## src/hw/cit_pkg.sv

```systemverilog
// Operation
// [RQ1] Execution time is counted in single clocks, never in grouped machine cycles.
// [RQ2] Most instructions take as many clocks as they have program bytes.
// [RQ3] A conditional branch not taken finishes one clock sooner than when taken.
// [RQ4] Accumulator operations with a bank register: one byte, one clock.
// [RQ5] Accumulator operations with a direct or immediate byte: two bytes, two clocks.
// [RQ6] Accumulator operations with indirect RAM: one byte, two clocks.
// [RQ7] AND or OR immediate into a direct byte: three bytes, three clocks.
// [RQ8] Logical result written back to a direct byte: two bytes, two clocks.
// [RQ9] Loading the data pointer with a constant: three bytes, three clocks.
// [RQ10] Accumulator rotates and nibble swap: one byte, one clock.
// [RQ11] Moves into indirect RAM take two clocks, including the one-byte form.
// [RQ12] Direct-to-direct move: three bytes, three clocks.
// [RQ13] Code byte read via data pointer: one byte, four to seven clocks.
// [RQ14] Code byte read via program counter: one byte, three clocks.
// [RQ15] External data move via data pointer: one byte, three clocks.
// [RQ16] External data move via 8-bit indirect address: one byte, three clocks.
// [RQ17] Stack push or pop of a direct byte: two bytes, two clocks.
// [RQ18] Exchange of direct byte with accumulator: two bytes, two clocks.
// [RQ19] Low nibble exchange with indirect RAM: one byte, two clocks.
// [RQ20] Some clock counts depend on alignment and flash read timing setting.
// [RQ21] Relative target is following instruction address plus signed 8-bit offset.
// [RQ22] The one unused opcode behaves exactly like no-operation.
package cit_pkg;

  typedef enum logic [4:0] {
    CLS_NOP, CLS_ACC, CLS_ALU_BANK, CLS_ALU_DIR, CLS_ALU_IND, CLS_LOG_DIR_A, CLS_LOG_DIR_IMM,
    CLS_MOV, CLS_MOV_IND_W, CLS_MOV_DIR_DIR, CLS_MOV_DP, CLS_ROT, CLS_CODE_DP,
    CLS_CODE_PC, CLS_XD_DP, CLS_XD_RI, CLS_STACK, CLS_XCH, CLS_XCH_DIR, CLS_NIB_XCH,
    CLS_COND, CLS_OTHER
  } cit_cls_t;

  typedef struct packed {
    cit_cls_t cls;
    logic [1:0] bytes;
    logic [3:0] cycles;
    logic variable;
  } cit_dec_t;

  typedef struct packed {
    logic [7:0] op;
    logic taken;
    logic odd_align;
    logic [1:0] flash_read_timing_setting;
    logic [15:0] next_pc;
    logic [7:0] rel_off;
  } cit_issue_t;

  localparam logic [1:0] B1 = 2'h1, B2 = 2'h2, B3 = 2'h3;
  localparam logic [3:0] CLK1 = 4'h1, CLK2 = 4'h2, CLK3 = 4'h3, CLK4 = 4'h4, CLK8 = 4'h8;
  localparam logic [3:0] CODE_DP_MIN = 4'h4, CODE_DP_MAX = 4'h7;
  localparam logic [3:0] CYC_ONE = 4'h1;

  localparam logic [7:0] OP_NOP = 8'h00, OP_RESV = 8'hA5, OP_INC_DP = 8'hA3, OP_MUL = 8'hA4,
    OP_DIV = 8'h84, OP_DA = 8'hD4, OP_CLR_A = 8'hE4, OP_CPL_A = 8'hF4, OP_RR = 8'h03,
    OP_RRC = 8'h13, OP_RL = 8'h23, OP_RLC = 8'h33, OP_SWAP = 8'hC4, OP_MOV_DIR_DIR = 8'h85,
    OP_MOV_DP = 8'h90, OP_CODE_DP = 8'h93, OP_CODE_PC = 8'h83, OP_XD_RD = 8'hE0,
    OP_XD_WR = 8'hF0, OP_PUSH = 8'hC0, OP_POP = 8'hD0, OP_CLR_C = 8'hC3, OP_CLR_BIT = 8'hC2,
    OP_JBC = 8'h10, OP_JB = 8'h20, OP_JNB = 8'h30, OP_JC = 8'h40, OP_JNC = 8'h50,
    OP_JZ = 8'h60, OP_JNZ = 8'h70, OP_DJNZ_DIR = 8'hD5, OP_XCH_DIR = 8'hC5;

  localparam logic [3:0] ROW_INC = 4'h0, ROW_DEC = 4'h1, ROW_ADD = 4'h2, ROW_ADDC = 4'h3,
    ROW_ORL = 4'h4, ROW_ANL = 4'h5, ROW_XRL = 4'h6, ROW_MOV_IMM = 4'h7, ROW_MOV_TO_DIR = 4'h8,
    ROW_SUBB = 4'h9, ROW_MOV_FROM_DIR = 4'hA, ROW_CJNE = 4'hB, ROW_XCH = 4'hC, ROW_DJNZ = 4'hD,
    ROW_MOV_TO_A = 4'hE, ROW_MOV_FROM_A = 4'hF;

  localparam logic [3:0] COL_A_IMM = 4'h4, COL_DIR = 4'h5, COL_DIR_A = 4'h2, COL_DIR_IMM = 4'h3;
  localparam logic [2:0] COL_IND = 3'h3, COL_XIND = 3'h1;
  localparam logic [3:0] CJNE_FIRST = 4'h4;

endpackage

```

## src/hw/cit_core.sv

```systemverilog
`timescale 1ns/100ps
`default_nettype none
module cit_core (
  // Clock and reset
  input wire logic mclk,
  input wire logic rst_n,
  // Instruction issue
  input wire logic issue_valid,
  input wire cit_pkg::cit_issue_t issue_req,
  output logic issue_ready,
  // Execution progress
  output logic busy,
  output logic retire,
  output logic fetch_strobe,
  output cit_pkg::cit_cls_t exec_cls,
  output logic [1:0] exec_bytes,
  output logic [3:0] exec_cycles,
  output logic [3:0] cycles_left,
  output logic [15:0] branch_target
);

  typedef enum logic [0:0] {ST_IDLE, ST_EXEC} cit_state_t;

  logic rst_meta_n_ff;
  logic rst_sync_n_ff;
  cit_pkg::cit_dec_t dec;
  logic accept;
  logic [3:0] extra;
  logic [3:0] eff_cycles;

  cit_state_t state_ff, nxt_state;
  logic [3:0] cnt_ff, nxt_cnt;
  logic [3:0] idx_ff, nxt_idx;
  cit_pkg::cit_cls_t cls_ff, nxt_cls;
  logic [1:0] bytes_ff, nxt_bytes;
  logic [3:0] cycles_ff, nxt_cycles;
  logic [15:0] target_ff, nxt_target;
  logic taken_ff, nxt_taken;

  // Reset release is synchronised; assertion is still immediate
  always_ff @(posedge mclk or negedge rst_n) begin
    if (!rst_n) begin
      rst_meta_n_ff <= 1'b0;
      rst_sync_n_ff <= 1'b0;
    end else begin
      rst_meta_n_ff <= 1'b1;
      rst_sync_n_ff <= rst_meta_n_ff;
    end
  end

  cit_decode u_decode (
    .op(issue_req.op),
    .dec(dec)
  );

  // Only code reads through the data pointer stretch with fetch alignment and flash timing
  always_comb begin
    extra = {2'h0, issue_req.flash_read_timing_setting} + {3'h0, issue_req.odd_align}; // RQ20
    if (extra > (cit_pkg::CODE_DP_MAX - cit_pkg::CODE_DP_MIN)) begin
      extra = cit_pkg::CODE_DP_MAX - cit_pkg::CODE_DP_MIN; // RQ13
    end
    if (dec.variable) begin
      eff_cycles = dec.cycles + extra; // RQ13
    end else if (dec.cls == cit_pkg::CLS_COND && issue_req.taken) begin
      eff_cycles = dec.cycles + cit_pkg::CYC_ONE; // RQ3
    end else begin
      eff_cycles = dec.cycles; // RQ2
    end
  end

  // A new instruction may enter in the last clock of the current one
  assign issue_ready = (state_ff == ST_IDLE) || (cnt_ff == cit_pkg::CYC_ONE);
  assign accept = issue_valid && issue_ready;
  assign retire = (state_ff == ST_EXEC) && (cnt_ff == cit_pkg::CYC_ONE);
  assign busy = (state_ff == ST_EXEC);
  assign fetch_strobe = busy && (idx_ff < {2'h0, bytes_ff});

  always_comb begin
    nxt_state = state_ff;
    nxt_cnt = cnt_ff;
    nxt_idx = idx_ff;
    nxt_cls = cls_ff;
    nxt_bytes = bytes_ff;
    nxt_cycles = cycles_ff;
    nxt_target = target_ff;
    nxt_taken = taken_ff;
    case (state_ff)
      ST_IDLE: begin
      end
      ST_EXEC: begin
        nxt_cnt = cnt_ff - cit_pkg::CYC_ONE; // RQ1
        nxt_idx = idx_ff + cit_pkg::CYC_ONE; // RQ1
        if (cnt_ff == cit_pkg::CYC_ONE) begin
          nxt_state = ST_IDLE;
        end
      end
      default: begin
        nxt_state = ST_IDLE;
      end
    endcase
    if (accept) begin
      nxt_state = ST_EXEC;
      nxt_cnt = eff_cycles;
      nxt_idx = '0;
      nxt_cls = dec.cls;
      nxt_bytes = dec.bytes;
      nxt_cycles = eff_cycles;
      nxt_taken = issue_req.taken;
      nxt_target = issue_req.next_pc + {{8{issue_req.rel_off[7]}}, issue_req.rel_off}; // RQ21
    end
  end

  always_ff @(posedge mclk or negedge rst_sync_n_ff) begin
    if (!rst_sync_n_ff) begin
      state_ff <= ST_IDLE;
      cnt_ff <= '0;
      idx_ff <= '0;
      cls_ff <= cit_pkg::CLS_NOP;
      bytes_ff <= '0;
      cycles_ff <= '0;
      target_ff <= '0;
      taken_ff <= 1'b0;
    end else begin
      state_ff <= nxt_state;
      cnt_ff <= nxt_cnt;
      idx_ff <= nxt_idx;
      cls_ff <= nxt_cls;
      bytes_ff <= nxt_bytes;
      cycles_ff <= nxt_cycles;
      target_ff <= nxt_target;
      taken_ff <= nxt_taken;
    end
  end

  assign exec_cls = cls_ff;
  assign exec_bytes = bytes_ff;
  assign exec_cycles = cycles_ff;
  assign cycles_left = cnt_ff;
  assign branch_target = target_ff;

  property p_count_down;
    @(posedge mclk) disable iff (!rst_sync_n_ff)
    (busy && !retire) |=> busy && (cnt_ff == $past(cnt_ff) - cit_pkg::CYC_ONE);
  endproperty
  a_count_down: assert property (p_count_down) else $error("cycle count did not step by one"); // RQ1

  property p_bytes_eq_cycles;
    @(posedge mclk) disable iff (!rst_sync_n_ff)
    (accept && !dec.variable && dec.cls != cit_pkg::CLS_COND && dec.cls == cit_pkg::CLS_MOV_DIR_DIR)
      |=> (cycles_ff == {2'h0, bytes_ff}) ##2 retire;
  endproperty
  a_bytes_eq_cycles: assert property (p_bytes_eq_cycles) else $error("clocks differ from bytes"); // RQ2

  property p_branch;
    @(posedge mclk) disable iff (!rst_sync_n_ff)
    (accept && dec.cls == cit_pkg::CLS_COND)
      |=> (cycles_ff == {2'h0, bytes_ff} + {3'h0, taken_ff});
  endproperty
  a_branch: assert property (p_branch) else $error("branch timing wrong"); // RQ3

  property p_alu_bank;
    @(posedge mclk) disable iff (!rst_sync_n_ff)
    (accept && dec.cls == cit_pkg::CLS_ALU_BANK) |=> retire && bytes_ff == cit_pkg::B1;
  endproperty
  a_alu_bank: assert property (p_alu_bank) else $error("register operation not single clock"); // RQ4

  property p_alu_dir;
    @(posedge mclk) disable iff (!rst_sync_n_ff)
    (accept && dec.cls == cit_pkg::CLS_ALU_DIR) |=> !retire && bytes_ff == cit_pkg::B2 ##1 retire;
  endproperty
  a_alu_dir: assert property (p_alu_dir) else $error("direct operation timing wrong"); // RQ5

  property p_alu_ind;
    @(posedge mclk) disable iff (!rst_sync_n_ff)
    (accept && dec.cls == cit_pkg::CLS_ALU_IND) |=> bytes_ff == cit_pkg::B1 && cycles_ff == cit_pkg::CLK2;
  endproperty
  a_alu_ind: assert property (p_alu_ind) else $error("indirect operation timing wrong"); // RQ6

  property p_log_imm;
    @(posedge mclk) disable iff (!rst_sync_n_ff)
    (accept && dec.cls == cit_pkg::CLS_LOG_DIR_IMM) |=> (busy && !retire) [*2] ##1 retire;
  endproperty
  a_log_imm: assert property (p_log_imm) else $error("immediate into direct timing wrong"); // RQ7

  property p_log_dir_a;
    @(posedge mclk) disable iff (!rst_sync_n_ff)
    (accept && dec.cls == cit_pkg::CLS_LOG_DIR_A) |=> bytes_ff == cit_pkg::B2 && cycles_ff == cit_pkg::CLK2;
  endproperty
  a_log_dir_a: assert property (p_log_dir_a) else $error("write-back logic timing wrong"); // RQ8

  property p_mov_dp;
    @(posedge mclk) disable iff (!rst_sync_n_ff)
    (accept && issue_req.op == cit_pkg::OP_MOV_DP) |=> cycles_ff == cit_pkg::CLK3 && bytes_ff == cit_pkg::B3;
  endproperty
  a_mov_dp: assert property (p_mov_dp) else $error("data pointer load timing wrong"); // RQ9

  property p_rot;
    @(posedge mclk) disable iff (!rst_sync_n_ff)
    (accept && dec.cls == cit_pkg::CLS_ROT) |=> retire;
  endproperty
  a_rot: assert property (p_rot) else $error("rotate not single clock"); // RQ10

  property p_ind_write;
    @(posedge mclk) disable iff (!rst_sync_n_ff)
    (accept && dec.cls == cit_pkg::CLS_MOV_IND_W) |=> cycles_ff == cit_pkg::CLK2;
  endproperty
  a_ind_write: assert property (p_ind_write) else $error("indirect write timing wrong"); // RQ11

  property p_code_dp;
    @(posedge mclk) disable iff (!rst_sync_n_ff)
    (accept && dec.cls == cit_pkg::CLS_CODE_DP)
      |=> cycles_ff >= cit_pkg::CODE_DP_MIN && cycles_ff <= cit_pkg::CODE_DP_MAX
          && cycles_ff == cit_pkg::CODE_DP_MIN + $past(extra); // RQ20
  endproperty
  a_code_dp: assert property (p_code_dp) else $error("code read range wrong"); // RQ13

  property p_three_clock;
    @(posedge mclk) disable iff (!rst_sync_n_ff)
    (accept && (dec.cls == cit_pkg::CLS_CODE_PC || dec.cls == cit_pkg::CLS_XD_DP ||
      dec.cls == cit_pkg::CLS_XD_RI)) |=> bytes_ff == cit_pkg::B1 ##2 retire;
  endproperty
  a_three_clock: assert property (p_three_clock) else $error("three clock move wrong"); // RQ14 RQ15 RQ16

  property p_two_byte_two_clock;
    @(posedge mclk) disable iff (!rst_sync_n_ff)
    (accept && (dec.cls == cit_pkg::CLS_STACK || dec.cls == cit_pkg::CLS_XCH_DIR))
      |=> bytes_ff == cit_pkg::B2 && !retire ##1 retire;
  endproperty
  a_two_byte_two_clock: assert property (p_two_byte_two_clock) else $error("stack or exchange wrong"); // RQ17 RQ18

  property p_nib_xch;
    @(posedge mclk) disable iff (!rst_sync_n_ff)
    (accept && dec.cls == cit_pkg::CLS_NIB_XCH) |=> bytes_ff == cit_pkg::B1 && cycles_ff == cit_pkg::CLK2;
  endproperty
  a_nib_xch: assert property (p_nib_xch) else $error("nibble exchange timing wrong"); // RQ19

  property p_target;
    @(posedge mclk) disable iff (!rst_sync_n_ff)
    accept |=> branch_target == $past(issue_req.next_pc) + {{8{$past(issue_req.rel_off[7])}},
      $past(issue_req.rel_off)};
  endproperty
  a_target: assert property (p_target) else $error("relative target wrong"); // RQ21

  property p_unused_op;
    @(posedge mclk) disable iff (!rst_sync_n_ff)
    (accept && issue_req.op == cit_pkg::OP_RESV) |=> exec_cls == cit_pkg::CLS_NOP && retire;
  endproperty
  a_unused_op: assert property (p_unused_op) else $error("unused opcode not a no-operation"); // RQ22

  // A refused request must leave the running instruction untouched
  property p_refused;
    @(posedge mclk) disable iff (!rst_sync_n_ff)
    (issue_valid && !issue_ready) |=> exec_cycles == $past(exec_cycles) && exec_bytes == $past(exec_bytes);
  endproperty
  a_refused: assert property (p_refused) else $error("refused request changed state"); // RQ1

  property p_first_clock;
    @(posedge mclk) disable iff (!rst_sync_n_ff)
    accept |=> busy && fetch_strobe && cycles_left == exec_cycles;
  endproperty
  a_first_clock: assert property (p_first_clock) else $error("first clock of instruction wrong"); // RQ1

  property p_end_idle;
    @(posedge mclk) disable iff (!rst_sync_n_ff)
    (retire && !accept) |=> !busy && !retire;
  endproperty
  a_end_idle: assert property (p_end_idle) else $error("still busy after retire"); // RQ1

  property p_fetch_all;
    @(posedge mclk) disable iff (!rst_sync_n_ff)
    (busy && exec_cycles == {2'h0, exec_bytes}) |-> fetch_strobe;
  endproperty
  a_fetch_all: assert property (p_fetch_all) else $error("fetch missing in byte-paced instruction"); // RQ2

  property p_fetch_stop;
    @(posedge mclk) disable iff (!rst_sync_n_ff)
    (retire && exec_cycles > {2'h0, exec_bytes}) |-> !fetch_strobe;
  endproperty
  a_fetch_stop: assert property (p_fetch_stop) else $error("fetch in a stretched last clock"); // RQ2

  property p_not_taken;
    @(posedge mclk) disable iff (!rst_sync_n_ff)
    (accept && dec.cls == cit_pkg::CLS_COND && dec.bytes == cit_pkg::B2 && !issue_req.taken)
      |=> !retire ##1 retire;
  endproperty
  a_not_taken: assert property (p_not_taken) else $error("branch not taken timing wrong"); // RQ3

  property p_taken;
    @(posedge mclk) disable iff (!rst_sync_n_ff)
    (accept && dec.cls == cit_pkg::CLS_COND && dec.bytes == cit_pkg::B2 && issue_req.taken)
      |=> (busy && !retire) [*2] ##1 retire;
  endproperty
  a_taken: assert property (p_taken) else $error("branch taken timing wrong"); // RQ3

  property p_code_dp_range;
    @(posedge mclk) disable iff (!rst_sync_n_ff)
    (busy && exec_cls == cit_pkg::CLS_CODE_DP)
      |-> exec_cycles >= cit_pkg::CODE_DP_MIN && exec_cycles <= cit_pkg::CODE_DP_MAX;
  endproperty
  a_code_dp_range: assert property (p_code_dp_range) else $error("code read count out of range"); // RQ13

  property p_rot_size;
    @(posedge mclk) disable iff (!rst_sync_n_ff)
    (accept && dec.cls == cit_pkg::CLS_ROT) |=> bytes_ff == cit_pkg::B1 && cycles_ff == cit_pkg::CLK1;
  endproperty
  a_rot_size: assert property (p_rot_size) else $error("rotate size wrong"); // RQ10

endmodule
`default_nettype wire

```

## src/hw/cit_decode.sv

```systemverilog
`timescale 1ns/100ps
`default_nettype none
module cit_decode (
  // Opcode in
  input wire logic [7:0] op,
  // Timing class out
  output cit_pkg::cit_dec_t dec
);

  logic [3:0] row;
  logic [3:0] col;
  logic is_bank;
  logic is_ind;
  logic is_alu_row;
  logic is_log_row;

  assign row = op[7:4];
  assign col = op[3:0];
  assign is_bank = op[3];
  assign is_ind = (op[3:1] == cit_pkg::COL_IND);
  assign is_log_row = (row == cit_pkg::ROW_ORL) || (row == cit_pkg::ROW_ANL) || (row == cit_pkg::ROW_XRL);
  assign is_alu_row = is_log_row || (row == cit_pkg::ROW_ADD) || (row == cit_pkg::ROW_ADDC) ||
                      (row == cit_pkg::ROW_SUBB);

  function automatic cit_pkg::cit_dec_t mk(input cit_pkg::cit_cls_t c, input logic [1:0] b,
                                           input logic [3:0] n);
    mk = '{cls: c, bytes: b, cycles: n, variable: 1'b0};
  endfunction

  always_comb begin
    dec = mk(cit_pkg::CLS_OTHER, cit_pkg::B1, cit_pkg::CLK1);
    // Column patterns first; whole opcodes below override them
    if (is_alu_row && is_bank) begin
      dec = mk(cit_pkg::CLS_ALU_BANK, cit_pkg::B1, cit_pkg::CLK1); // RQ4
    end else if (is_alu_row && is_ind) begin
      dec = mk(cit_pkg::CLS_ALU_IND, cit_pkg::B1, cit_pkg::CLK2); // RQ6
    end else if (is_alu_row && (col == cit_pkg::COL_DIR || col == cit_pkg::COL_A_IMM)) begin
      dec = mk(cit_pkg::CLS_ALU_DIR, cit_pkg::B2, cit_pkg::CLK2); // RQ5
    end else if (is_log_row && col == cit_pkg::COL_DIR_A) begin
      dec = mk(cit_pkg::CLS_LOG_DIR_A, cit_pkg::B2, cit_pkg::CLK2); // RQ8
    end else if (is_log_row && col == cit_pkg::COL_DIR_IMM) begin
      dec = mk(cit_pkg::CLS_LOG_DIR_IMM, cit_pkg::B3, cit_pkg::CLK3); // RQ7
    end else begin
      case (row)
        cit_pkg::ROW_INC, cit_pkg::ROW_DEC: begin
          if (is_bank || col == cit_pkg::COL_A_IMM) dec = mk(cit_pkg::CLS_ACC, cit_pkg::B1, cit_pkg::CLK1);
          else if (is_ind) dec = mk(cit_pkg::CLS_ALU_IND, cit_pkg::B1, cit_pkg::CLK2);
          else if (col == cit_pkg::COL_DIR) dec = mk(cit_pkg::CLS_ALU_DIR, cit_pkg::B2, cit_pkg::CLK2);
        end
        cit_pkg::ROW_MOV_IMM: begin
          if (is_ind) dec = mk(cit_pkg::CLS_MOV_IND_W, cit_pkg::B2, cit_pkg::CLK2); // RQ11
          else if (is_bank || col == cit_pkg::COL_A_IMM) dec = mk(cit_pkg::CLS_MOV, cit_pkg::B2, cit_pkg::CLK2);
          else if (col == cit_pkg::COL_DIR) dec = mk(cit_pkg::CLS_MOV, cit_pkg::B3, cit_pkg::CLK3);
        end
        cit_pkg::ROW_MOV_TO_DIR, cit_pkg::ROW_MOV_FROM_DIR: begin
          if (is_bank || is_ind) dec = mk(is_ind && row == cit_pkg::ROW_MOV_FROM_DIR ?
            cit_pkg::CLS_MOV_IND_W : cit_pkg::CLS_MOV, cit_pkg::B2, cit_pkg::CLK2); // RQ11
        end
        cit_pkg::ROW_CJNE: begin
          if (col >= cit_pkg::CJNE_FIRST) dec = mk(cit_pkg::CLS_COND, cit_pkg::B3, cit_pkg::CLK3); // RQ3
        end
        cit_pkg::ROW_XCH: begin
          if (is_bank) dec = mk(cit_pkg::CLS_XCH, cit_pkg::B1, cit_pkg::CLK1);
          else if (is_ind) dec = mk(cit_pkg::CLS_XCH, cit_pkg::B1, cit_pkg::CLK2);
        end
        cit_pkg::ROW_DJNZ: begin
          if (is_bank) dec = mk(cit_pkg::CLS_COND, cit_pkg::B2, cit_pkg::CLK2); // RQ3
          else if (is_ind) dec = mk(cit_pkg::CLS_NIB_XCH, cit_pkg::B1, cit_pkg::CLK2); // RQ19
        end
        cit_pkg::ROW_MOV_TO_A, cit_pkg::ROW_MOV_FROM_A: begin
          if (is_bank) dec = mk(cit_pkg::CLS_MOV, cit_pkg::B1, cit_pkg::CLK1);
          else if (is_ind) dec = mk(row == cit_pkg::ROW_MOV_FROM_A ? cit_pkg::CLS_MOV_IND_W :
            cit_pkg::CLS_MOV, cit_pkg::B1, cit_pkg::CLK2); // RQ11
          else if (col == cit_pkg::COL_DIR) dec = mk(cit_pkg::CLS_MOV, cit_pkg::B2, cit_pkg::CLK2);
          else if (op[3:1] == cit_pkg::COL_XIND) dec = mk(cit_pkg::CLS_XD_RI, cit_pkg::B1, cit_pkg::CLK3); // RQ16
        end
        default: begin
        end
      endcase
    end
    case (op)
      cit_pkg::OP_NOP, cit_pkg::OP_RESV: dec = mk(cit_pkg::CLS_NOP, cit_pkg::B1, cit_pkg::CLK1); // RQ22
      cit_pkg::OP_INC_DP, cit_pkg::OP_DA, cit_pkg::OP_CLR_A, cit_pkg::OP_CLR_C:
        dec = mk(cit_pkg::CLS_ACC, cit_pkg::B1, cit_pkg::CLK1);
      cit_pkg::OP_CPL_A: dec = mk(cit_pkg::CLS_ACC, cit_pkg::B1, cit_pkg::CLK2);
      cit_pkg::OP_MUL: dec = mk(cit_pkg::CLS_ACC, cit_pkg::B1, cit_pkg::CLK4);
      cit_pkg::OP_DIV: dec = mk(cit_pkg::CLS_ACC, cit_pkg::B1, cit_pkg::CLK8);
      cit_pkg::OP_RR, cit_pkg::OP_RRC, cit_pkg::OP_RL, cit_pkg::OP_RLC, cit_pkg::OP_SWAP:
        dec = mk(cit_pkg::CLS_ROT, cit_pkg::B1, cit_pkg::CLK1); // RQ10
      cit_pkg::OP_MOV_DIR_DIR: dec = mk(cit_pkg::CLS_MOV_DIR_DIR, cit_pkg::B3, cit_pkg::CLK3); // RQ12
      cit_pkg::OP_MOV_DP: dec = mk(cit_pkg::CLS_MOV_DP, cit_pkg::B3, cit_pkg::CLK3); // RQ9
      cit_pkg::OP_CODE_DP: begin
        dec = mk(cit_pkg::CLS_CODE_DP, cit_pkg::B1, cit_pkg::CODE_DP_MIN); // RQ13
        dec.variable = 1'b1; // RQ20
      end
      cit_pkg::OP_CODE_PC: dec = mk(cit_pkg::CLS_CODE_PC, cit_pkg::B1, cit_pkg::CLK3); // RQ14
      cit_pkg::OP_XD_RD, cit_pkg::OP_XD_WR: dec = mk(cit_pkg::CLS_XD_DP, cit_pkg::B1, cit_pkg::CLK3); // RQ15
      cit_pkg::OP_PUSH, cit_pkg::OP_POP: dec = mk(cit_pkg::CLS_STACK, cit_pkg::B2, cit_pkg::CLK2); // RQ17
      cit_pkg::OP_XCH_DIR: dec = mk(cit_pkg::CLS_XCH_DIR, cit_pkg::B2, cit_pkg::CLK2); // RQ18
      cit_pkg::OP_CLR_BIT: dec = mk(cit_pkg::CLS_OTHER, cit_pkg::B2, cit_pkg::CLK2);
      cit_pkg::OP_JBC, cit_pkg::OP_JB, cit_pkg::OP_JNB, cit_pkg::OP_DJNZ_DIR:
        dec = mk(cit_pkg::CLS_COND, cit_pkg::B3, cit_pkg::CLK3); // RQ3
      cit_pkg::OP_JC, cit_pkg::OP_JNC, cit_pkg::OP_JZ, cit_pkg::OP_JNZ:
        dec = mk(cit_pkg::CLS_COND, cit_pkg::B2, cit_pkg::CLK2); // RQ3
      default: begin
      end
    endcase
  end

endmodule
`default_nettype wire

```

## config.mk

```make
export PLATFORM = sky130hd
export DESIGN_NAME = cit_core
export DESIGN_NICKNAME = d
export VERILOG_FILES = /design/src/hw/cit_pkg.sv /design/src/hw/cit_core.sv /design/src/hw/cit_decode.sv
export SDC_FILE = /design/constraint.sdc
export NUM_CORES = 1
export LEC_CHECK = 0
export ABC_AREA = 0
export BUFFER_PORTS_ARGS = -buffer_cell sky130_fd_sc_hd__buf_2
export CAP_MARGIN = 10
export CORE_MARGIN = 1.5
export CORE_UTILIZATION = 55
export CTS_BUF_LIST = sky130_fd_sc_hd__clkbuf_8
export DETAILED_ROUTE_END_ITERATION = 8
export PLACE_DENSITY = 0.79
export SYNTH_ARGS = -nofsm -noshare
export SYNTH_HDL_FRONTEND = slang
export SYNTH_HIERARCHICAL = 1
export SYNTH_SLANG_ARGS = --single-unit
```

## constraint.sdc

```tcl
create_clock -name mclk -period 2.6 [get_ports mclk]
set_input_delay 0.52 -clock mclk [delete_from_list [all_inputs] [get_ports mclk]]
set_output_delay 0.52 -clock mclk [all_outputs]
set_load 0.05 [all_outputs]
```

==> results summary <==
The arrival time reported for the critical path endpoint is 3.05 ns. The nature of the critical path startpoint is a primary input. The startpoint of the worst-slack reg-to-reg timing path is cycles_left[1]. Setup violations remaining at the end of the flow were counted as 8. The layout net count is 735. The detailed-route via count is 4632. The overflow left after global routing is 0.

The last weighted congestion value of the routability-driven placer is 0.956. The average cell area after synthesis came out at 7.66 sq um. Using the TritonRoute via totals, the vias-per-cell ratio works out to 6.04. The depth of the worst register-to-register path is 8. The sink count of the clock tree is 38. The die is 87.0 um wide. Setup repair after global routing could not meet its margin everywhere.

The maximum clock rate came out at 348 MHz. The signal on the critical path passes through buf_12 > buf_4 > nor4bb_1 > o211ai_1 > o41ai_2 > a21oi_2 > buf_4 > and4_4 > nand3_4 > buf_6 > buf_4 > ha_1 > mux2i_1 > o21ai_2 > mux2_4. The kind of path behind the tightest hold check is reg -> async. The data required time of the worst path is 2.78 ns. The antenna violation net count after detailed routing came out at 0. The library cell occupying the most area in the post-synthesis netlist is sky130_fd_sc_hd__dfrtp_1. The cell class contributing the biggest share of worst-path delay is compound AO/OA/AOI/OAI gates. The post-route clock period utilization is 111%. The count of buffer and inverter cells on the critical path came out at 5.

The category of the worst setup path capture point is a flip-flop. The area growth from synthesis to layout is 42.4%. The first-pass GRT wire length is 21100 um. The via count of the first global-routing pass is 4451. The clock latency on the worst-skew pair came out at 0.29 ns.

The count of buffers inserted at the top-level ports came out at 73. The slowest stage of the critical path belongs to the cell sky130_fd_sc_hd__o211ai_1. In this run the deepest clock path goes through 2 buffers. Wires add up to 13400 um. The worst hold margin is 0.0661 ns. The count of endpoints failing hold in the final timing report is 0.

The clock-pin slew reported for the worst setup and hold paths after clock tree synthesis came out at 0.08 ns. The routed length per placed instance came out at 17.5 um. The cell at the root of the clock tree is sky130_fd_sc_hd__clkbuf_8. The leakage dissipation came out at 2.64 nW. The smallest setup slack after layout is -0.274 ns. The number of core rows is 30. The delay of the slowest cell on the worst path is 0.35 ns. The die covers 7560 sq um.

The run finished, with violations left. Yosys attributes the largest share of cell area to sky130_fd_sc_hd__dfrtp_1, sky130_fd_sc_hd__ha_1, sky130_fd_sc_hd__nand2_1, sky130_fd_sc_hd__a21oi_1, sky130_fd_sc_hd__o21ai_0. During I/O placement, the number of pins put on the boundary was 74.

The net count of the mapped netlist is 571. The H-tree was split into 2 levels. The slack of the worst reg-to-reg path is 0.35 ns. The initial antenna violation count was 0.

The area share of the leading cell type in the synthesized netlist came out at 24.5%. The count of flip-flops with a built-in enable after synthesis came out at 0. The count of maximum capacitance violations is 0.

The final clock skew is 0.00540 ns. The power density normalized to cell area came out at 733 nW/um^2. The die is 87.0 um tall. The endpoint of the lowest-slack register-to-register path is branch_target[7].

The maximum fanout along the worst path is 5. The largest net degree at the start of global routing is 34. The final reports fail on negative setup slack. The number of fillers in the final layout came out at 463. The TritonCTS clock tree is yes.

The area of the mapped netlist came out at 3880 sq um. IR analysis of the VDD net gives a maximum drop of 0.522 mV. The pre-CTS setup slack came out at -0.783 ns.

The number of clock buffers added by TritonCTS is 5. The post-route netlist has 38.3% of its cells at a drive strength greater than 1. The count of warnings emitted by yosys came out at 6.

The final setup TNS is -1.69 ns. The clock period minus final worst setup slack came out at 2.87 ns. The effective utilization at floorplan is 57.1%. The number of remaining DRC errors came out at 0. The violation count after the first detailed-route iteration is 337.

The setup path with the least slack is of type in -> reg. The total count of max-transition violations in the final report came to 0. The cell count after synthesis came out at 506. The synthesized netlist contains 76 unique library cells. The total half-perimeter wirelength after legalization and detailed placement is 9910 um. The share of async-settable or async-resettable flops after synthesis is 100%.

The area of the core region came out at 6790 sq um. The number of antenna diodes in the final layout is 0. For this run, the detailed router's first-pass iteration total came to 5.

Sequential cells were found to cover 24.5% of the synthesized design area. In the synthesized netlist the dominant register cell turns out to be sky130_fd_sc_hd__dfrtp_1. The total routing resource utilization after global routing came out at 35.3%. The number of register bits inferred by synthesis came out at 38. The cell that appears most often on the critical path is sky130_fd_sc_hd__buf_4.
==> timing repair <==
item	in CTS	in global routing
cloned	2	0
endpoints found under the setup margin	8	8
setup buffers	21	3
hold buffers	1	0
hold endpoints to repair	2	0
pin swaps	24	8
gates resized for setup	43	19
==> power breakdown <==
part           internal [mW]  leakage, nW  switching, mW
clock                  0.214       0.0472          0.230
sequential             0.849        0.469          0.174
combinational          0.842         2.12           1.74
==> cells in the final DEF (no fill, tap or decap), drive strengths merged, types with 5 or more instances in the layout <==
cell type | netlist | layout
o21ai | 41 | 41
dfrtp | 38 | 38
ha | 24 | 24
a21o | 6 | 6
nand4 | 8 | 8
nand3 | 18 | 18
xor2 | 7 | 7
a31oi | 7 | 7
nor2b | 8 | 8
a21oi | 40 | 40
and3 | 8 | 8
inv | 15 | 15
nor2 | 41 | 41
nor3 | 11 | 11
xnor2 | 10 | 10
o221ai | 5 | 5
buf | 23 | 191
clkbuf | 14 | 7
o211ai | 5 | 5
o31ai | 6 | 6
nand2 | 75 | 75
a211o | 6 | 6
nand2b | 7 | 7
==> per-layer routing <==
metal	wire length, um	global-route usage (%)	up-vias
li1	-	-	2189
met1	5630	46.3	2175
met2	6510	58.4	239
met3	949	4.83	29
met4	306	14.2	0
met5	0	0	-
==> cell type report <==
type | instances | area, sq um | area share, %
Clock buffer | 6 | 82.6 | 1.50
Clock inverter | 2 | 12.5 | 0.227
Tap cell | 96 | 120 | 2.18
Multi-Input combinational cell | 416 | 2900 | 52.6
Inverter | 15 | 56.3 | 1.02
Sequential cell | 38 | 951 | 17.2
Timing Repair Buffer | 194 | 1400 | 25.3
==> cell usage after synthesis (6+ instances only) <==
cell type	n
sky130_fd_sc_hd__inv_1	14
sky130_fd_sc_hd__o21ai_0	36
sky130_fd_sc_hd__nor2_1	40
sky130_fd_sc_hd__a21o_1	6
sky130_fd_sc_hd__and3_1	8
sky130_fd_sc_hd__nand4_1	8
sky130_fd_sc_hd__buf_2	19
sky130_fd_sc_hd__nor2b_1	8
sky130_fd_sc_hd__a211o_1	6
sky130_fd_sc_hd__clkbuf_1	14
sky130_fd_sc_hd__a31oi_1	7
sky130_fd_sc_hd__a21oi_1	40
sky130_fd_sc_hd__xor2_1	7
sky130_fd_sc_hd__nand3_1	18
sky130_fd_sc_hd__xnor2_1	10
sky130_fd_sc_hd__nor3_1	11
sky130_fd_sc_hd__o31ai_1	6
sky130_fd_sc_hd__nand2b_1	7
sky130_fd_sc_hd__dfrtp_1	38
sky130_fd_sc_hd__ha_1	24
sky130_fd_sc_hd__nand2_1	75
==> cells by family (layout without fill, tap and decap cells) <==
family,after synthesis,after routing,share of synthesized area (%)
buffers and inverters,52,217,6.23
AOI/OAI and AO/OA,160,160,27.9
DFF,38,38,24.5
and+or+nand+nor,206,206,27.1
other,2,2,0.194
adders and majority gates,26,26,8.78
muxes,5,5,1.36
xor gates and xnor gates,17,17,3.84
==> flip-flops by register name, summed over array words and instances (netlist names) <==
name	cells
rst_meta_n_ff	1
exec_bytes	2
exec_cycles	4
busy	1
cycles_left	4
branch_target	16
idx_ff	4
exec_cls	5
rst_sync_n_ff	1
==> worst max path at each step <==
stage | from | to | cells past startpoint
after global routing | issue_req[29] | exec_cycles[1] | 13
final | issue_req[29] | exec_cycles[1] | 15
after CTS | issue_req[29] | exec_cycles[1] | 13
after detailed placement | issue_req[28] | exec_cycles[0] | 12
after global placement | issue_req[30] | exec_cycles[1] | 13
after floorplan | issue_req[31] | exec_cycles[1] | 13
==> metrics by stage <==
step / utilization [%] / std cells / instance area, sq um / power, mW
floorplan: - / 506 / 3920 / 2.81
global placement: 72.3 / 732 / 4910 / 3.38
detailed placement: 72.3 / 732 / 4910 / 3.47
CTS: 79.6 / 764 / 5410 / 3.99
global route: 81.2 / 767 / 5520 / 4.28
finish: 81.2 / 767 / 5520 / 4.05
Note: power is estimated with default switching activity, not from simulation.
